==> src/shared/clk_gen_pkg.sv <==
`default_nettype none
package clk_gen_pkg;
   // *****************************************
   // widths and counts
   // *****************************************
   localparam int NUM_CHANNELS = 4;
   localparam int REF_COUNT_W = 14;
   localparam int CAL_CYCLE_W = 13;
   localparam logic [CAL_CYCLE_W-1:0] CAL_CYCLES = 13'h1130; // 4400 calibration clocks
   localparam int CAL_TICK_W = 19;
   localparam logic [2:0] PREDIV_MIN = 3'h1;
   localparam logic [2:0] PREDIV_MAX = 3'h6;

   // *****************************************
   // encodings
   // *****************************************
   localparam logic [1:0] ZD_MODE_INTERNAL = 2'h1;
   localparam logic [1:0] ZD_MODE_EXTERNAL = 2'h3;
   localparam logic [1:0] FB_SRC_NORMAL = 2'h0;
   localparam logic [1:0] FB_SRC_CHANNEL = 2'h1;
   localparam logic [1:0] FB_SRC_EXTERNAL = 2'h3;

   // *****************************************
   // reset values
   // *****************************************
   localparam logic [3:0] RST_COUNT = 4'h0;

   typedef enum logic [1:0] {
      CAL_IDLE,
      CAL_RUN,
      CAL_RELEASE,
      CAL_CLOSE
   } cal_state_t;

   typedef struct packed {
      logic start_high;
      logic dcc_disable;
      logic bypass;
      logic [3:0] phase_delay;
      logic [3:0] high_count;
      logic [3:0] low_count;
   } chan_cfg_t;

   typedef struct packed {
      logic cal_request;
      logic [1:0] cal_div_sel;
      logic [REF_COUNT_W-1:0] ref_count;
      logic [1:0] zd_mode;
      logic [1:0] zd_channel;
      logic [2:0] prediv_ratio;
   } pll_cfg_t;

   localparam pll_cfg_t PLL_CFG_RST = '0;
   localparam chan_cfg_t CHAN_CFG_RST = '0;
endpackage : clk_gen_pkg
`default_nettype wire

==> src/verilog/vco_cal_and_channel_divider.sv <==
// Overview of operation
// [RQ1] calibration clock comes from dividing the reference tick stream
// [RQ2] with auto-calibrate strap and valid reference, commit and calibrate after reset
// [RQ3] software starts the first calibration by setting the request bit then updating
// [RQ4] later calibrations need request cleared, update, set, update: rising committed edge
// [RQ5] done status reads one once a calibration has finished
// [RQ6] calibration asserts sync, calibrates, releases sync, then closes the loop
// [RQ7] calibration clock is reference over ref count times 2, 4, 8 or 16
// [RQ8] one calibration lasts 4400 calibration clock cycles
// [RQ9] software keeps calibration clock under 6.25 MHz by divider choice
// [RQ10] no calibration starts on its own when loop settings change
// [RQ11] software requests calibration after loop divider or reference changes
// [RQ12] zero-delay mode 01 feeds selected channel divider back to feedback divider
// [RQ13] a two-bit field picks which of four channels supplies feedback
// [RQ14] zero-delay mode 11 feeds the external clock input back
// [RQ15] four channel dividers, all kept synchronized together
// [RQ16] pre-divider divides the divider input clock by 1 to 6
// [RQ17] output high for high count plus one, low for low count plus one
// [RQ18] duty correction, disableable, only when low count equals high count plus one
// [RQ19] coarse phase delay up to 15 input cycles per channel
// [RQ20] each channel chooses whether it starts high or low
// [RQ21] software disables holdover before requesting calibration
// [RQ22] bypass bit gives divide by one and stops the divider counters
// [RQ23] software never bypasses a channel while pre-divider ratio is one
// [RQ24] done status reads zero from calibration start until it completes
// [RQ25] staged settings reach the active logic only on the update strobe; the code also commits them on the power-up autocal strap
`default_nettype none
module vco_cal_and_channel_divider
   import clk_gen_pkg::*;
(
   // clock and reset
   input wire logic core_clk_i,
   input wire logic rstn_i,
   // staged settings and commit
   input wire pll_cfg_t pll_cfg_i,
   input wire chan_cfg_t [NUM_CHANNELS-1:0] chan_cfg_i,
   input wire logic update_i,
   // power-up straps and reference
   input wire logic autocal_strap_i,
   input wire logic ref_valid_i,
   input wire logic ref_tick_i,
   // feedback sources
   input wire logic normal_fb_i,
   input wire logic ext_clk_i,
   // calibration status
   output logic cal_done_o,
   output logic cal_busy_o,
   output logic output_sync_o,
   output logic loop_closed_o,
   // feedback path
   output logic [1:0] feedback_source_select_o,
   output logic feedback_o,
   // channel outputs
   output logic [NUM_CHANNELS-1:0] channel_clk_o,
   output logic [NUM_CHANNELS-1:0] duty_balance_correction_o
);

   // *****************************************
   // committed settings
   // *****************************************
   pll_cfg_t pll_cfg;
   pll_cfg_t next_pll_cfg;
   chan_cfg_t [NUM_CHANNELS-1:0] chan_cfg;
   chan_cfg_t [NUM_CHANNELS-1:0] next_chan_cfg;
   logic powerup_pending;
   logic next_powerup_pending;
   logic commit;
   logic cal_start;

   always_comb begin
      next_powerup_pending = 1'b0;
      // strap caught on the first clock after release, never inside reset
      commit = update_i || (powerup_pending && autocal_strap_i); // [RQ25] [RQ2]
      next_pll_cfg = pll_cfg;
      next_chan_cfg = chan_cfg;
      if (commit) begin
         next_pll_cfg = pll_cfg_i;
         next_chan_cfg = chan_cfg_i;
      end
      // only an explicit request edge or power-up autocal starts a run
      cal_start = (update_i && pll_cfg_i.cal_request && !pll_cfg.cal_request) || // [RQ4] [RQ3] [RQ10]
                  (powerup_pending && autocal_strap_i && ref_valid_i); // [RQ2]
   end

   always_ff @(posedge core_clk_i or negedge rstn_i) begin
      if (!rstn_i) begin
         pll_cfg <= PLL_CFG_RST;
         chan_cfg <= {NUM_CHANNELS{CHAN_CFG_RST}};
         powerup_pending <= 1'b1;
      end else begin
         pll_cfg <= next_pll_cfg;
         chan_cfg <= next_chan_cfg;
         powerup_pending <= next_powerup_pending;
      end
   end

   // *****************************************
   // calibration clock divider
   // *****************************************
   logic [CAL_TICK_W-1:0] tick_cnt;
   logic [CAL_TICK_W-1:0] next_tick_cnt;
   logic [CAL_TICK_W-1:0] tick_target;
   logic [REF_COUNT_W-1:0] ref_div;
   logic cal_tick;

   always_comb begin
      ref_div = (pll_cfg.ref_count == '0) ? REF_COUNT_W'(1) : pll_cfg.ref_count;
      // ref count times 2 << sel gives R x cal_div reference ticks per cal clock
      tick_target = CAL_TICK_W'({ref_div, 1'b0} << pll_cfg.cal_div_sel); // [RQ7]
      cal_tick = 1'b0;
      next_tick_cnt = tick_cnt;
      if (!cal_busy_o) begin
         next_tick_cnt = '0;
      end else if (ref_tick_i) begin // [RQ1]
         if (tick_cnt == tick_target - CAL_TICK_W'(1)) begin
            next_tick_cnt = '0;
            cal_tick = 1'b1;
         end else begin
            next_tick_cnt = tick_cnt + CAL_TICK_W'(1);
         end
      end
   end

   always_ff @(posedge core_clk_i or negedge rstn_i) begin
      if (!rstn_i) begin
         tick_cnt <= '0;
      end else begin
         tick_cnt <= next_tick_cnt;
      end
   end

   // *****************************************
   // calibration sequencer
   // *****************************************
   cal_state_t cal_state;
   cal_state_t next_cal_state;
   logic [CAL_CYCLE_W-1:0] cal_cnt;
   logic [CAL_CYCLE_W-1:0] next_cal_cnt;
   logic next_cal_done;
   logic next_output_sync;
   logic next_loop_closed;

   // a request that arrives mid-run is dropped: restarting would stretch sync
   always_comb begin
      next_cal_state = cal_state;
      next_cal_cnt = cal_cnt;
      next_cal_done = cal_done_o;
      next_output_sync = output_sync_o;
      next_loop_closed = loop_closed_o;
      unique case (cal_state)
         CAL_IDLE: begin
            if (cal_start) begin
               next_cal_state = CAL_RUN;
               next_cal_cnt = '0;
               next_cal_done = 1'b0; // [RQ24]
               next_output_sync = 1'b1; // [RQ6]
               next_loop_closed = 1'b0;
            end
         end
         CAL_RUN: begin
            if (cal_tick) begin
               if (cal_cnt == CAL_CYCLES - CAL_CYCLE_W'(1)) begin // [RQ8]
                  next_cal_state = CAL_RELEASE;
                  next_output_sync = 1'b0; // [RQ6]
               end else begin
                  next_cal_cnt = cal_cnt + CAL_CYCLE_W'(1);
               end
            end
         end
         CAL_RELEASE: begin
            next_cal_state = CAL_CLOSE;
            next_loop_closed = 1'b1; // [RQ6]
         end
         CAL_CLOSE: begin
            next_cal_state = CAL_IDLE;
            next_cal_done = 1'b1; // [RQ5]
         end
      endcase
   end

   always_ff @(posedge core_clk_i or negedge rstn_i) begin
      if (!rstn_i) begin
         cal_state <= CAL_IDLE;
         cal_cnt <= '0;
         cal_done_o <= 1'b0;
         cal_busy_o <= 1'b0;
         output_sync_o <= 1'b0;
         loop_closed_o <= 1'b1;
      end else begin
         cal_state <= next_cal_state;
         cal_cnt <= next_cal_cnt;
         cal_done_o <= next_cal_done;
         cal_busy_o <= (next_cal_state != CAL_IDLE);
         output_sync_o <= next_output_sync;
         loop_closed_o <= next_loop_closed;
      end
   end

   // *****************************************
   // pre-divider
   // *****************************************
   logic [2:0] prediv_cnt;
   logic [2:0] next_prediv_cnt;
   logic [2:0] prediv_ratio;
   logic prediv_tick;

   always_comb begin
      // out-of-range ratios clamp rather than stall the channels
      prediv_ratio = pll_cfg.prediv_ratio;
      if (prediv_ratio < PREDIV_MIN) begin
         prediv_ratio = PREDIV_MIN;
      end else if (prediv_ratio > PREDIV_MAX) begin
         prediv_ratio = PREDIV_MAX;
      end
      prediv_tick = (prediv_cnt >= prediv_ratio - 3'h1); // [RQ16]
      next_prediv_cnt = prediv_tick ? 3'h0 : prediv_cnt + 3'h1;
      if (output_sync_o) begin
         next_prediv_cnt = 3'h0;
      end
   end

   always_ff @(posedge core_clk_i or negedge rstn_i) begin
      if (!rstn_i) begin
         prediv_cnt <= 3'h0;
      end else begin
         prediv_cnt <= next_prediv_cnt;
      end
   end

   // *****************************************
   // channel dividers
   // *****************************************
   genvar ch;
   generate
      for (ch = 0; ch < NUM_CHANNELS; ch++) begin : g_chan
         logic [3:0] cnt;
         logic [3:0] next_cnt;
         logic [3:0] delay;
         logic [3:0] next_delay;
         logic next_level;
         logic next_dcc;
         chan_cfg_t cfg;

         always_comb begin
            cfg = chan_cfg[ch];
            next_cnt = cnt;
            next_delay = delay;
            next_level = channel_clk_o[ch];
            // all channels reload together under sync, so they restart aligned
            if (output_sync_o) begin // [RQ15]
               next_level = cfg.start_high; // [RQ20]
               next_cnt = cfg.start_high ? cfg.high_count : cfg.low_count;
               next_delay = cfg.phase_delay; // [RQ19]
            end else if (cfg.bypass) begin
               // counters frozen, output is the pre-divided input itself
               next_level = prediv_tick; // [RQ22]
            end else if (prediv_tick) begin
               if (delay != RST_COUNT) begin
                  next_delay = delay - 4'h1; // [RQ19]
               end else if (cnt == RST_COUNT) begin
                  next_level = !channel_clk_o[ch];
                  next_cnt = channel_clk_o[ch] ? cfg.low_count : cfg.high_count; // [RQ17]
               end else begin
                  next_cnt = cnt - 4'h1; // [RQ17]
               end
            end
            // only odd divides of the M=N+1 form get the half-cycle balance
            // compared one bit wider so high count 15 cannot wrap onto low count 0
            next_dcc = !cfg.dcc_disable && !cfg.bypass &&
                       ({1'b0, cfg.low_count} == {1'b0, cfg.high_count} + 5'h1); // [RQ18]
         end

         always_ff @(posedge core_clk_i or negedge rstn_i) begin
            if (!rstn_i) begin
               cnt <= RST_COUNT;
               delay <= RST_COUNT;
               channel_clk_o[ch] <= 1'b0;
               duty_balance_correction_o[ch] <= 1'b0;
            end else begin
               cnt <= next_cnt;
               delay <= next_delay;
               channel_clk_o[ch] <= next_level;
               duty_balance_correction_o[ch] <= next_dcc;
            end
         end
      end
   endgenerate

   // *****************************************
   // zero-delay feedback select
   // *****************************************
   logic [1:0] next_fb_select;
   logic next_feedback;

   always_comb begin
      unique case (pll_cfg.zd_mode)
         ZD_MODE_INTERNAL: begin
            next_fb_select = FB_SRC_CHANNEL; // [RQ12]
            next_feedback = channel_clk_o[pll_cfg.zd_channel]; // [RQ13]
         end
         ZD_MODE_EXTERNAL: begin
            next_fb_select = FB_SRC_EXTERNAL;
            next_feedback = ext_clk_i; // [RQ14]
         end
         default: begin
            next_fb_select = FB_SRC_NORMAL;
            next_feedback = normal_fb_i;
         end
      endcase
   end

   always_ff @(posedge core_clk_i or negedge rstn_i) begin
      if (!rstn_i) begin
         feedback_source_select_o <= FB_SRC_NORMAL;
         feedback_o <= 1'b0;
      end else begin
         feedback_source_select_o <= next_fb_select;
         feedback_o <= next_feedback;
      end
   end

endmodule : vco_cal_and_channel_divider
`default_nettype wire

==> config.mk <==
export PLATFORM = sky130hd
export DESIGN_NAME = vco_cal_and_channel_divider
export DESIGN_NICKNAME = d
export VERILOG_FILES = /design/src/shared/clk_gen_pkg.sv /design/src/verilog/vco_cal_and_channel_divider.sv
export SDC_FILE = /design/constraint.sdc
export NUM_CORES = 1
export LEC_CHECK = 0
export BUFFER_PORTS_ARGS = -buffer_cell sky130_fd_sc_hd__buf_2
export CAP_MARGIN = 20
export CELL_PAD_IN_SITES_DETAIL_PLACEMENT = 2
export CELL_PAD_IN_SITES_GLOBAL_PLACEMENT = 2
export CORE_UTILIZATION = 38
export CTS_CLUSTER_SIZE = 20
export DETAILED_ROUTE_END_ITERATION = 6
export GPL_TIMING_DRIVEN = 0
export MAX_ROUTING_LAYER = met4
export PLACE_DENSITY = 0.9
export SLEW_MARGIN = 0
export SYNTH_ARGS = -nofsm -noshare
export SYNTH_HDL_FRONTEND = slang
export SYNTH_SLANG_ARGS = --single-unit
==> constraint.sdc <==
create_clock -name core_clk_i -period 4.05 [get_ports core_clk_i]
set_clock_uncertainty 0.2 [all_clocks]
set_input_delay 0.405 -clock core_clk_i [delete_from_list [all_inputs] [get_ports core_clk_i]]
set_output_delay 0.405 -clock core_clk_i [all_outputs]
set_load 0.005 [all_outputs]
==> impl_results.md, run 1 <==
- CP endpoint kind: register
- Initial antenna violation count: 2
- DRC violations left: 0
- CTS H-tree lvls: 4
- IO buf count: 106
- Seq cells post-synth: 169
- CTS tree: yes
- Die area: 27100 µm²
- Drt wl/cell: 34.7 µm
- Period minus WS final: 4.55 ns
- Placer Congestion: 0.850
- Top Ports: 107
- Period utilisation layout: 112%
- Ys Warns: 0
- Setup crit start kind: register
- Net count, final: 1346
- DR vias/cell: 6.64
- Syn_area_per_cell: 9.88 µm²
- Die Ht: 165 µm
- WHS: -0.00730 ns
- Unrepaired setup endpoints after global routing: true
- Pwr Density: 564 nW/µm²
- Placement Rows: 59
- Power Total: 0.00725 W
- Sequential element share of the synthesized area: 42.1%
- Starting Density: 38.7%
- Max-Cap Viols: 0
- Max VDD drop: 0.320 mV
- Min-delay worst type: input pin to register
- Failing checks: hold timing, setup timing
- Root Buffer: clkbuf_16
- Critical path class: register to register
- Fmax: 220 MHz
- Slew Viols, Final: 0
- Clock slew at reported path FFs: 0.08 ns
- Cell Area, Synth: 10100 µm²
- Largest net degree at the start of global routing: 109
- First-pass GRT wire length: 75.3 mm
- Clock sinks: 169
- Fin util: 49.5%
- Worst Path Arrival: 4.66 ns
- Die W: 165 µm
- Status: finished, violations left
- Final number of setup-violating endpoints: 30
- Ys flop type: dfrtp_1
- Pleak: 5.52 nW
- Final Hold Vio Count: 4
- Rel. slew slack: 20.8%
- Max clock buf depth: 2
- Yosys cell types: 70
- Cells after synthesis: 1018
- TritonRoute pass-1 iters: 5
- Aggregate global-route resource usage: 39.0%
- Post-synth EDFFs: 0
- Crit path required time: 4.16 ns
- Grt ovf: 0
- Worst Tran Pin Value: 1.18 ns
- Routed vias: 10.5k
- Post-synth ARST share: 100%
- Core area: 26000 µm²
- Drt first-iter violations: 985
- Total negative slack: -7.45 ns
- Setup ws final: -0.498 ns
- Crit path max fanout: 10
- Dpl hpwl: 25.0 mm
- Area growth, synth to finish: 27.8%
- # fillers: 2663
- Syn_nets: 1130
- Post-Route WL: 54.9 mm
- Detail Route Antenna Nets: 0
- Vias in the first global route: 11.6k
- Number of buffers created by CTS: 17
- Worst-Skew Late Latency: 0.47 ns
- Layout cells sized above 1: 28.3%
[Yosys cell counts (5+ instances only)]
library cell,number,share of area (%)
mux2_2,93,10
o31ai_1,11,0.82
nand3_1,32,1.6
nand2_1,93,3.5
ha_1,20,2.5
nand3b_1,7,0.52
o21ai_0,66,3.3
nand2b_1,11,0.68
o211ai_1,8,0.60
or4_1,9,0.67
nor2_1,57,2.1
and2_1,8,0.50
nor3_1,16,0.80
and3_1,20,1.2
nor4_1,22,1.4
o21a_1,6,0.45
xnor2_1,35,3.0
mux4_2,13,2.9
clkbuf_1,47,1.8
dfrtp_1,167,42
a21oi_1,41,2.0
a211oi_1,10,0.75
or3_1,14,0.87
xor2_1,25,2.2
inv_1,39,1.5
nor4b_1,5,0.44
mux2i_1,35,3.5
a31oi_1,12,0.75
nor2b_1,11,0.68
nand4_1,8,0.50
buf_2,9,0.45
or3b_2,6,0.52
[per-stage QoR]
step                      cell area [µm²]  setup slack (ns)  std cells
final                               12900            -0.498       1584
after global routing                12900            -0.514       1584
after CTS                           12600           -0.0402       1570
after detailed placement            11000             -1.00       1460
after global placement              11000            -0.795       1459
after floorplan                     10100             0.317       1018
[worst max-delay path, cell delays in order (launching register included)]
cell and delay (ns):
dfrtp_1 0.37, buf_2 0.20, nor2_1 0.24, a41o_1 0.26
buf_6 0.13, nor2_2 0.03, a211o_1 0.32, ha_4 0.29
xor2_1 0.17, nand3b_1 0.21, buf_4 0.20, a311oi_2 0.24
nand3_1 0.14, and4b_2 0.36, nand4_4 0.18, or3_1 0.43
a21oi_1 0.42
[final cells by class]
cell class / instances / area [µm²] / area share [%]
well taps: 335 / 419 / 3.26
inverters: 40 / 154 / 1.20
diodes: 2 / 5.00 / 0.0389
flip-flops and latches: 169 / 4240 / 33.0
plain buffers: 61 / 328 / 2.55
clock inverters: 15 / 156 / 1.22
multi-input cells: 748 / 5710 / 44.4
repair buffers: 197 / 1430 / 11.1
clock buffers: 17 / 425 / 3.31
[cells in the final DEF, fill, tap and decap left out, types with 6 or more instances in the layout]
cell / n
mux2_2: 93
xor2_1: 25
nand4_1: 8
o21ai_0: 64
buf_6: 12
a211oi_1: 8
or3_1: 14
mux2i_1: 34
mux4_2: 13
buf_4: 24
nand3_1: 31
xnor2_1: 35
nor2_1: 55
nor2b_1: 10
dlygate4sd3_1: 61
clkbuf_1: 42
nand2_1: 92
nor3_1: 15
and3_1: 20
dfrtp_2: 6
nand2b_1: 11
inv_1: 38
dfrtp_1: 161
ha_1: 19
a21oi_2: 6
o31ai_1: 10
buf_2: 109
clkbuf_16: 17
a31oi_1: 11
nand3b_1: 7
and2_1: 8
o21a_1: 6
or4_1: 7
nor4_1: 16
o211ai_1: 8
a21oi_1: 33
[worst paths after layout]
kind                                startpoint           end  slack (ns)  depth (start not counted)
worst max-delay path               pll_cfg[10]    cal_cnt[5]       -0.50                         16
max in group asynchronous               rstn_i  chan_cfg[30]        2.38                          3
worst max register to register     pll_cfg[10]    cal_cnt[5]       -0.50                         16
min in group asynchronous               rstn_i   pll_cfg[15]        0.27                          2
worst min-delay path            chan_cfg_i[30]  chan_cfg[30]      -0.007                          2
worst min register to register    chan_cfg[40]  chan_cfg[40]        0.32                          1
[power by group]
group | switching [W] | leakage, nW | internal (W)
sequential | 0.000526 | 2.01 | 0.00201
clock | 0.000928 | 0.289 | 0.000880
combinational | 0.00188 | 3.22 | 0.00103
total | 0.00333 | 5.52 | 0.00392
[cells by family after synthesis]
kind of cell | count (synthesis) | share of synthesized area (%)
multiplexers | 141 | 16.8
flip-flops | 169 | 42.1
adder cells (fa/ha/maj) | 20 | 2.49
other | 1 | 0.0373
AND/OR/NAND/NOR | 333 | 17.2
AO/OA/AOI/OAI | 193 | 12.1
buffers and inverters | 101 | 4.10
XOR/XNOR | 60 | 5.22
[flip-flops by register name (all words and copies together), names as in the netlist]
register                   count
output_sync_o                  1
loop_closed_o                  1
cal_busy_o                     1
feedback_source_select_o       2
pll_cfg                       24
cal_done_o                     1
cal_state                      2
tick_cnt                      19
powerup_pending                1
feedback_o                     1
duty_balance_correction_o      4
cal_cnt                       13
channel_clk_o                  4
g_chan.cnt                    16
g_chan.delay                  16
chan_cfg                      60
prediv_cnt                     3
[metal layers]
metal  wire length (µm)  share of wire, %  global-route usage, %
met1              20000                36                   42.9
met2              26900                49                   64.8
met3               4090               7.4                   7.06
met4               3980               7.2                   25.6
met5                  0                 0                      -
[what timing repair did]
action,4_1_cts,5_1_grt
hold endpoints to repair,119,2
endpoints found under the setup margin,38,40
resized for setup,54,36
pin swaps,22,19
hold buffers,59,2
buffers inserted,19,10
No activity file was read; power rests on OpenSTA's default activity.
==> inputs of run 2 (changes only) <==
- PLACE_DENSITY: 0.9 -> 0.79
==> run 2 against run 1 <==
The run now ends clean. Routed wire length fell by 36%. Highest routed layer unchanged. Clock power fell by 8%. Via count fell by 16%. Worst hold slack improved by 0.0090 ns. Final area fell by 3.6%. Sequential power fell by 6%.
==> impl_results.md, run 2 (synthesis results as in run 1) <==
- Status: complete, no violations
- Routed vias: 8843 (-16%)
- TritonRoute pass-1 iters: 4 (-1)
- Placer Congestion: 0.835 (-1.8%)
- CP endpoint kind: register
- Dpl hpwl: 22.7 mm (-9.4%)
- Largest net degree at the start of global routing: 113 (+3.7%)
- IO buf count: 106 (unchanged)
- Crit path max fanout: 6 (-4)
- Die Ht: 165 µm (unchanged)
- Area growth, synth to finish: 23.3%
- Drt wl/cell: 22.6 µm (-35%)
- Die area: 27100 µm² (unchanged)
- Reg power frac: 37.5% (+2.5 points)
- Clock sinks: 169 (unchanged)
- Post-Route WL: 35.0 mm (-36%)
- Crit path required time: 4.18 ns (+0.02 ns)
- Net count, final: 1308 (-2.8%)
- Uppermost layer routed: met4
- Worst Tran Pin Value: 0.825 ns (-0.357 ns)
- WL met2: 18.7 mm (-30%)
- Max clock buf depth: 2 (unchanged)
- Core area: 26000 µm² (unchanged)
- DR vias/cell: 5.71 (-14%)
- Critical path class: register to register
- Drt first-iter violations: 420 (-57%)
- Worst Path Arrival: 4.08 ns (-0.58 ns)
- P_int: 0.00393 W (about the same)
- Fmax: 253 MHz (+15%)
- Aggregate global-route resource usage: 27.0% (-12 points)
- CTS tree: yes
- Clock slew at reported path FFs: 0.07 ns (about the same)
- Max VDD drop: 0.241 mV (-25%)
- Biggest regs: chan_cfg (60), pll_cfg (24), tick_cnt (19)
- Vias in the first global route: 9824 (-15%)
- DRC violations left: 0 (unchanged)
- Starting Density: 38.7% (unchanged)
- Metal-1 WL: 14.4 mm (-28%)
- Clock power frac: 26.0% (+1.1 points)
- Period minus WS final: 3.95 ns (-0.599 ns)
- Die W: 165 µm (unchanged)
- Placement Rows: 59 (unchanged)
- Slew Viols, Final: 0 (unchanged)
- Initial antenna violation count: 4 (+2)
- Sw frac: 38.7% (-7.2 points)
- CTS H-tree lvls: 4 (unchanged)
- Final Hold Vio Count: 0 (-4)
- WHS: 0.00174 ns (+0.00904 ns)
- Biggest register: chan_cfg
- Root Buffer: clkbuf_16
- First-pass GRT wire length: 54.4 mm (-28%)
- Detail Route Antenna Nets: 0 (unchanged)
- Max-Cap Viols: 0 (unchanged)
- Unrepaired setup endpoints after global routing: true
- Most common cell after layout, fill and taps aside: dfrtp_1
- Comb power frac: 36.5% (-3.6 points)
- Rel. slew slack: 45.0% (+24 points)
- Max reg flops: 60 (unchanged)
- Number of buffers created by CTS: 17 (unchanged)
- Setup crit start kind: register
- Period utilisation layout: 97.5% (-15 points)
- Final number of setup-violating endpoints: 0 (-100%)
- Grt ovf: 0 (unchanged)
- Pleak: 5.31 nW (-3.7%)
- Met3 wire length: 1.01 mm (-75%)
- Most frequent cells in the layout: dfrtp_1 (161), buf_2 (107), nand2_1 (93), mux2_2 (93), o21ai_0 (66)
- Worst-Skew Late Latency: 0.44 ns (-0.03 ns)
- Sw Pwr: 0.00248 W (-25%)
- Layout cells sized above 1: 26.7% (-1.6 points)
- Pwr Density: 517 nW/µm² (-8.4%)
- Final Instance Count excl. Fillers: 1548 (-2.3%)
- Min-delay worst type: input pin to register
- Top Ports: 107 (unchanged)
- Placed Cells: 1461 (+0.068%)
run 2: cell types whose count changed in the layout (fill, tap and decap cells not counted), moves of 3 or more:
cell | before | now
a21oi_1 | 33 | 38
a21oi_2 | 6 | 3
buf_4 | 24 | 15
buf_6 | 12 | 8
clkinvlp_4 | 2 | 5
dlygate4sd3_1 | 61 | 38
inv_6 | 5 | 1
inv_8 | 5 | 0
run 2: timing repair:
action                     CTS  global route
setup endpoints to repair   34            34
hold endpoints to repair    90             2
hold buffers                36             2
pin swaps                   10            16
cloned                       1             0
setup buffers               11             2
gates resized for setup     41            30
run 2: path summary, 6_finish.rpt:
| path | depth (start not counted) | slack, ns | start | end |
|---|---|---|---|---|
| worst max-delay path | 14 | 0.10 | pll_cfg[7] | tick_cnt[5] |
| worst min-delay path | 2 | 0.002 | chan_cfg_i[19] | chan_cfg[19] |
| worst max register to register | 14 | 0.10 | pll_cfg[7] | tick_cnt[5] |
| worst min register to register | 2 | 0.28 | chan_cfg[55] | g_chan[3].delay[2] |
| max in group asynchronous | 3 | 2.44 | rstn_i | chan_cfg[38] |
| min in group asynchronous | 2 | 0.30 | rstn_i | tick_cnt[12] |
run 2: layout make-up:
class | count | area [µm²]
Antenna cell | 4 | 10.0
Buffer | 60 | 318
Clock buffer | 22 | 454
Clock inverter | 10 | 121
Fill cell | 2775 | 13600
Inverter | 40 | 154
Multi-Input combinational cell | 748 | 5620
Sequential cell | 169 | 4240
Tap cell | 335 | 419
Timing Repair Buffer | 160 | 1070
run 2: metal layers:
| layer | vias up | track usage [%] |
|---|---|---|
| li1 | 4028 | - |
| met1 | 4581 | 31.1 |
| met2 | 172 | 48.6 |
| met3 | 62 | 3.69 |
| met4 | 0 | 8.17 |
| met5 | - | - |
run 2: power groups by stage:
| stage | Sequential, W | Clock (W) | Combinational [W] |
|---|---|---|---|
| CTS | 0.00238 | 0.00169 | 0.00225 |
| global placement | 0.00238 | 0 | 0.00198 |
| detailed placement | 0.00240 | 0 | 0.00211 |
| global route | 0.00245 | 0.00175 | 0.00258 |
| finish | 0.00240 | 0.00167 | 0.00234 |
| floorplan | 0.00228 | 0 | 0.00151 |
run 2: critical path, cell delays in order (launching register included):
cell	delay (ns)
dfrtp_1	0.43
nor4_2	0.31
a41o_1	0.21
buf_6	0.12
nor2_4	0.03
a211o_1	0.27
ha_4	0.29
xor2_2	0.14
nand3b_1	0.17
a211oi_2	0.20
nand3_1	0.11
or4b_4	0.52
o41a_1	0.52
o2bb2ai_2	0.17
o21a_1	0.16
run 2: metrics by stage:
step / total power, W / instance area, µm² / worst slack [ns] / utilization (%) / TNS (ns)
floorplan: 0.00379 / 10100 / 0.317 / - / 0
global placement: 0.00436 / 11000 / -0.763 / 42.4 / -93.14
detailed placement: 0.00451 / 11100 / -0.784 / 42.5 / -13.21
CTS: 0.00632 / 12200 / -0.00367 / 47.1 / -0.00367
global route: 0.00677 / 12400 / -0.0508 / 47.7 / -0.158
finish: 0.00641 / 12400 / 0.100 / 47.7 / 0
==> inputs of run 3 (changes only) <==
- ABC_AREA: default -> 1
- CORE_ASPECT_RATIO: default -> 1.75
- CORE_UTILIZATION: 38 -> 35
==> run 3 against run 2 <==
Maximum frequency up 9.8%. Combinational power fell by 16%. Sequential share of layout area grew 1.0 points. Largest power group unchanged. Critical endpoint is now g_chan[1].cnt[3]. Global-route usage rose by 1.9 points.
==> impl_results.md, run 3 <==
- Sequential element share of the synthesized area: 43.6% (+1.5 points)
- Clock slew at reported path FFs: 0.08 ns (about the same)
- Slew Viols, Final: 0 (unchanged)
- Largest net degree at the start of global routing: 111 (-1.8%)
- Vias in the first global route: 11.2k (+14%)
- DP Area: 10700 µm² (-2.9%)
- Root Buffer: clkbuf_16
- Routed vias: 9539 (+7.9%)
- Die W: 128 µm (-22%)
- CP endpoint kind: register
- Min-delay worst type: input pin to register
- CTS tree: yes
- Final number of setup-violating endpoints: 0 (unchanged)
- Placer Congestion: 0.847 (+1.4%)
- Core area: 27200 µm² (+4.8%)
- Max clock buf depth: 2 (unchanged)
- Cell Area, Synth: 9700 µm² (-3.5%)
- Detail Route Antenna Nets: 0 (unchanged)
- Worst Tran Pin Value: 0.991 ns (+0.166 ns)
- Total negative slack: 0 ns (unchanged)
- Post-synth ARST share: 100% (unchanged)
- Pleak: 5.60 nW (+5.4%)
- Critical path class: register to register
- Worst Hold End: pll_cfg[3]
- Yosys top cell by area: dfrtp_1
- Setup crit start kind: register
- Most frequent cell after synthesis: nand2_1
- Post-Route WL: 38.0 mm (+8.7%)
- Hold Path Cell Cnt: 3 (+1)
- Seq cells post-synth: 169 (unchanged)
- Die area: 28400 µm² (+4.8%)
- Yosys cell types: 48 (-31%)
- R2R cell count: 14 (unchanged)
- Biggest regs: chan_cfg (60), pll_cfg (24), tick_cnt (19)
- DR vias/cell: 5.25 (-8.1%)
- IO buf count: 106 (unchanged)
- Dpl hpwl: 26.4 mm (+16%)
- DRC violations left: 0 (unchanged)
- RR Endpoint: g_chan[1].cnt[3]
- Starting Density: 35.6% (-3.1 points)
- WHS: 0.00474 ns (+0.00300 ns)
- Biggest register: chan_cfg
- Grt ovf: 0 (unchanged)
- Clock sinks: 169 (unchanged)
- Placement Rows: 80 (+36%)
- Synth top area share: 43.1% (+1.5 points)
- Die Ht: 222 µm (+35%)
- Reg2Reg Setup Slack: 0.45 ns (+0.35 ns)
- Aggregate global-route resource usage: 29.0% (+1.9 points)
- Initial antenna violation count: 0 (-4)
- Unrepaired setup endpoints after global routing: false
- Drt wl/cell: 20.9 µm (-7.4%)
- Syn_area_per_cell: 7.85 µm² (-21%)
- # fillers: 3170 (+14%)
- Worst-Skew Late Latency: 0.45 ns (about the same)
- Post-synth top cells: nand2_1 (271), dfrtp_1 (167), inv_1 (158)
- Ys flop type: dfrtp_1
- Syn_nets: 1349 (+19%)
- Most common cell after layout, fill and taps aside: nand2_1
- First-pass GRT wire length: 60.7 mm (+11%)
- Rel. slew slack: 33.9% (-11 points)
- Ys Warns: 0 (unchanged)
- Final Hold Vio Count: 0 (unchanged)
- TritonRoute pass-1 iters: 4 (unchanged)
- Diode count: 0 (-4)
- Most frequent cells in the layout: nand2_1 (271), dfrtp_1 (167), inv_1 (158)
- Worst Path Arrival: 3.72 ns (-0.36 ns)
- Synth top area cells: dfrtp_1 (43%), nand2_1 (10%), o21ai_0 (7.0%)
- CTS H-tree lvls: 4 (unchanged)
- Post-CTS Setup Repair Bufs: 0 (-11)
- Crit path max fanout: 10 (+4)
- Net count, final: 1547 (+18%)
- Period utilisation layout: 88.8% (-8.7 points)
- Area growth, synth to finish: 23.9%
- Hold Crit Start: pll_cfg_i[3]
- Max-Cap Viols: 0 (unchanged)
- Final cell area excluding filler cells: 12000 µm² (-3.1%)
- Crit path required time: 4.17 ns (about the same)
- Layout cells sized above 1: 14.1% (-13 points)
- Period minus WS final: 3.60 ns (-0.353 ns)
- Drt first-iter violations: 278 (-34%)
- Top Ports: 107 (unchanged)
- R2r startpoint: pll_cfg[0]
- Number of buffers created by CTS: 17 (unchanged)
- Fmax: 278 MHz (+9.8%)
- Max reg flops: 60 (unchanged)
- Status: complete, no violations
- Post-synth EDFFs: 0 (unchanged)
- Pwr Density: 490 nW/µm² (-5.1%)
- Cells after synthesis: 1237 (+22%)
- Power Total: 0.00589 W (-8.0%)
- Max VDD drop: 0.290 mV (+20%)
==> run 3: power breakdown <==
part	internal, W	leakage, nW	switching (W)
combinational	0.000695	3.27	0.00128
sequential	0.00199	2.08	0.000293
clock	0.000867	0.251	0.000774
total	0.00355	5.60	0.00234
==> run 3: stage by stage <==
step | std cells | worst slack [ns] | utilization (%)
detailed placement | 1713 | 0.283 | 39.4
finish | 1817 | 0.453 | 44.2
floorplan | 1237 | 1.37 | -
global placement | 1712 | -0.656 | 39.3
global route | 1817 | 0.181 | 44.2
CTS | 1817 | 0.217 | 44.1
==> run 3: metal layers <==
layer | global-route usage, % | routed length, µm | vias up
met1 | 28.8 | 14100 | 4804
met4 | 12.8 | 1440 | 0
met3 | 4.05 | 851 | 85
met2 | 54.8 | 21600 | 173
li1 | - | - | 4477
met5 | - | 0 | -
==> run 3: worst max path at each step <==
stage / from / end
after floorplan: pll_cfg[15] / tick_cnt[10]
after global placement: rstn_i / chan_cfg[48]
after detailed placement: pll_cfg[0] / g_chan[2].cnt[0]
after CTS: pll_cfg[0] / g_chan[1].cnt[3]
after global routing: pll_cfg[14] / output_sync_o
final: pll_cfg[0] / g_chan[1].cnt[3]
==> run 3: critical path, cell delays in order (launching register included) <==
cell	delay [ns]
dfrtp_1	0.38
inv_1	0.10
a21oi_1	0.06
a21oi_1	0.20
ha_1	0.28
ha_1	0.30
a21oi_1	0.17
inv_1	0.07
a21oi_2	0.37
inv_1	0.25
clkbuf_1	0.33
a31oi_1	0.36
inv_1	0.19
nor2_1	0.14
a31oi_1	0.05
==> run 3: logic make-up (layout without fill, tap and decap cells) <==
group                      Yosys count  count (layout)  share of synthesized area [%]
and+or+nand+nor                    492             492                           21.7
AOI/OAI and AO/OA                  259             259                           15.0
buffers and inverters              209             420                           8.51
DFF                                169             169                           43.6
xor gates and xnor gates            59              59                           5.32
muxes                               28              28                           3.27
adders and majority gates           20              20                           2.58
other                                1               1                         0.0386
==> run 3: area by class of cell <==
cell class | count | area [µm²] | share of cell area, %
Sequential cell | 169 | 4230 | 35.2
Tap cell | 369 | 462 | 3.84
Timing Repair Buffer | 179 | 1290 | 10.7
Multi-Input combinational cell | 859 | 4650 | 38.7
Buffer | 43 | 203 | 1.69
Inverter | 166 | 623 | 5.18
Clock buffer | 19 | 443 | 3.68
Clock inverter | 13 | 121 | 1.01
==> run 3: timing repair <==
item,4_1_cts,5_1_grt
endpoints found under the setup margin,0,9
hold buffers,72,0
endpoints found under the hold margin,130,0
gates resized for setup,0,1
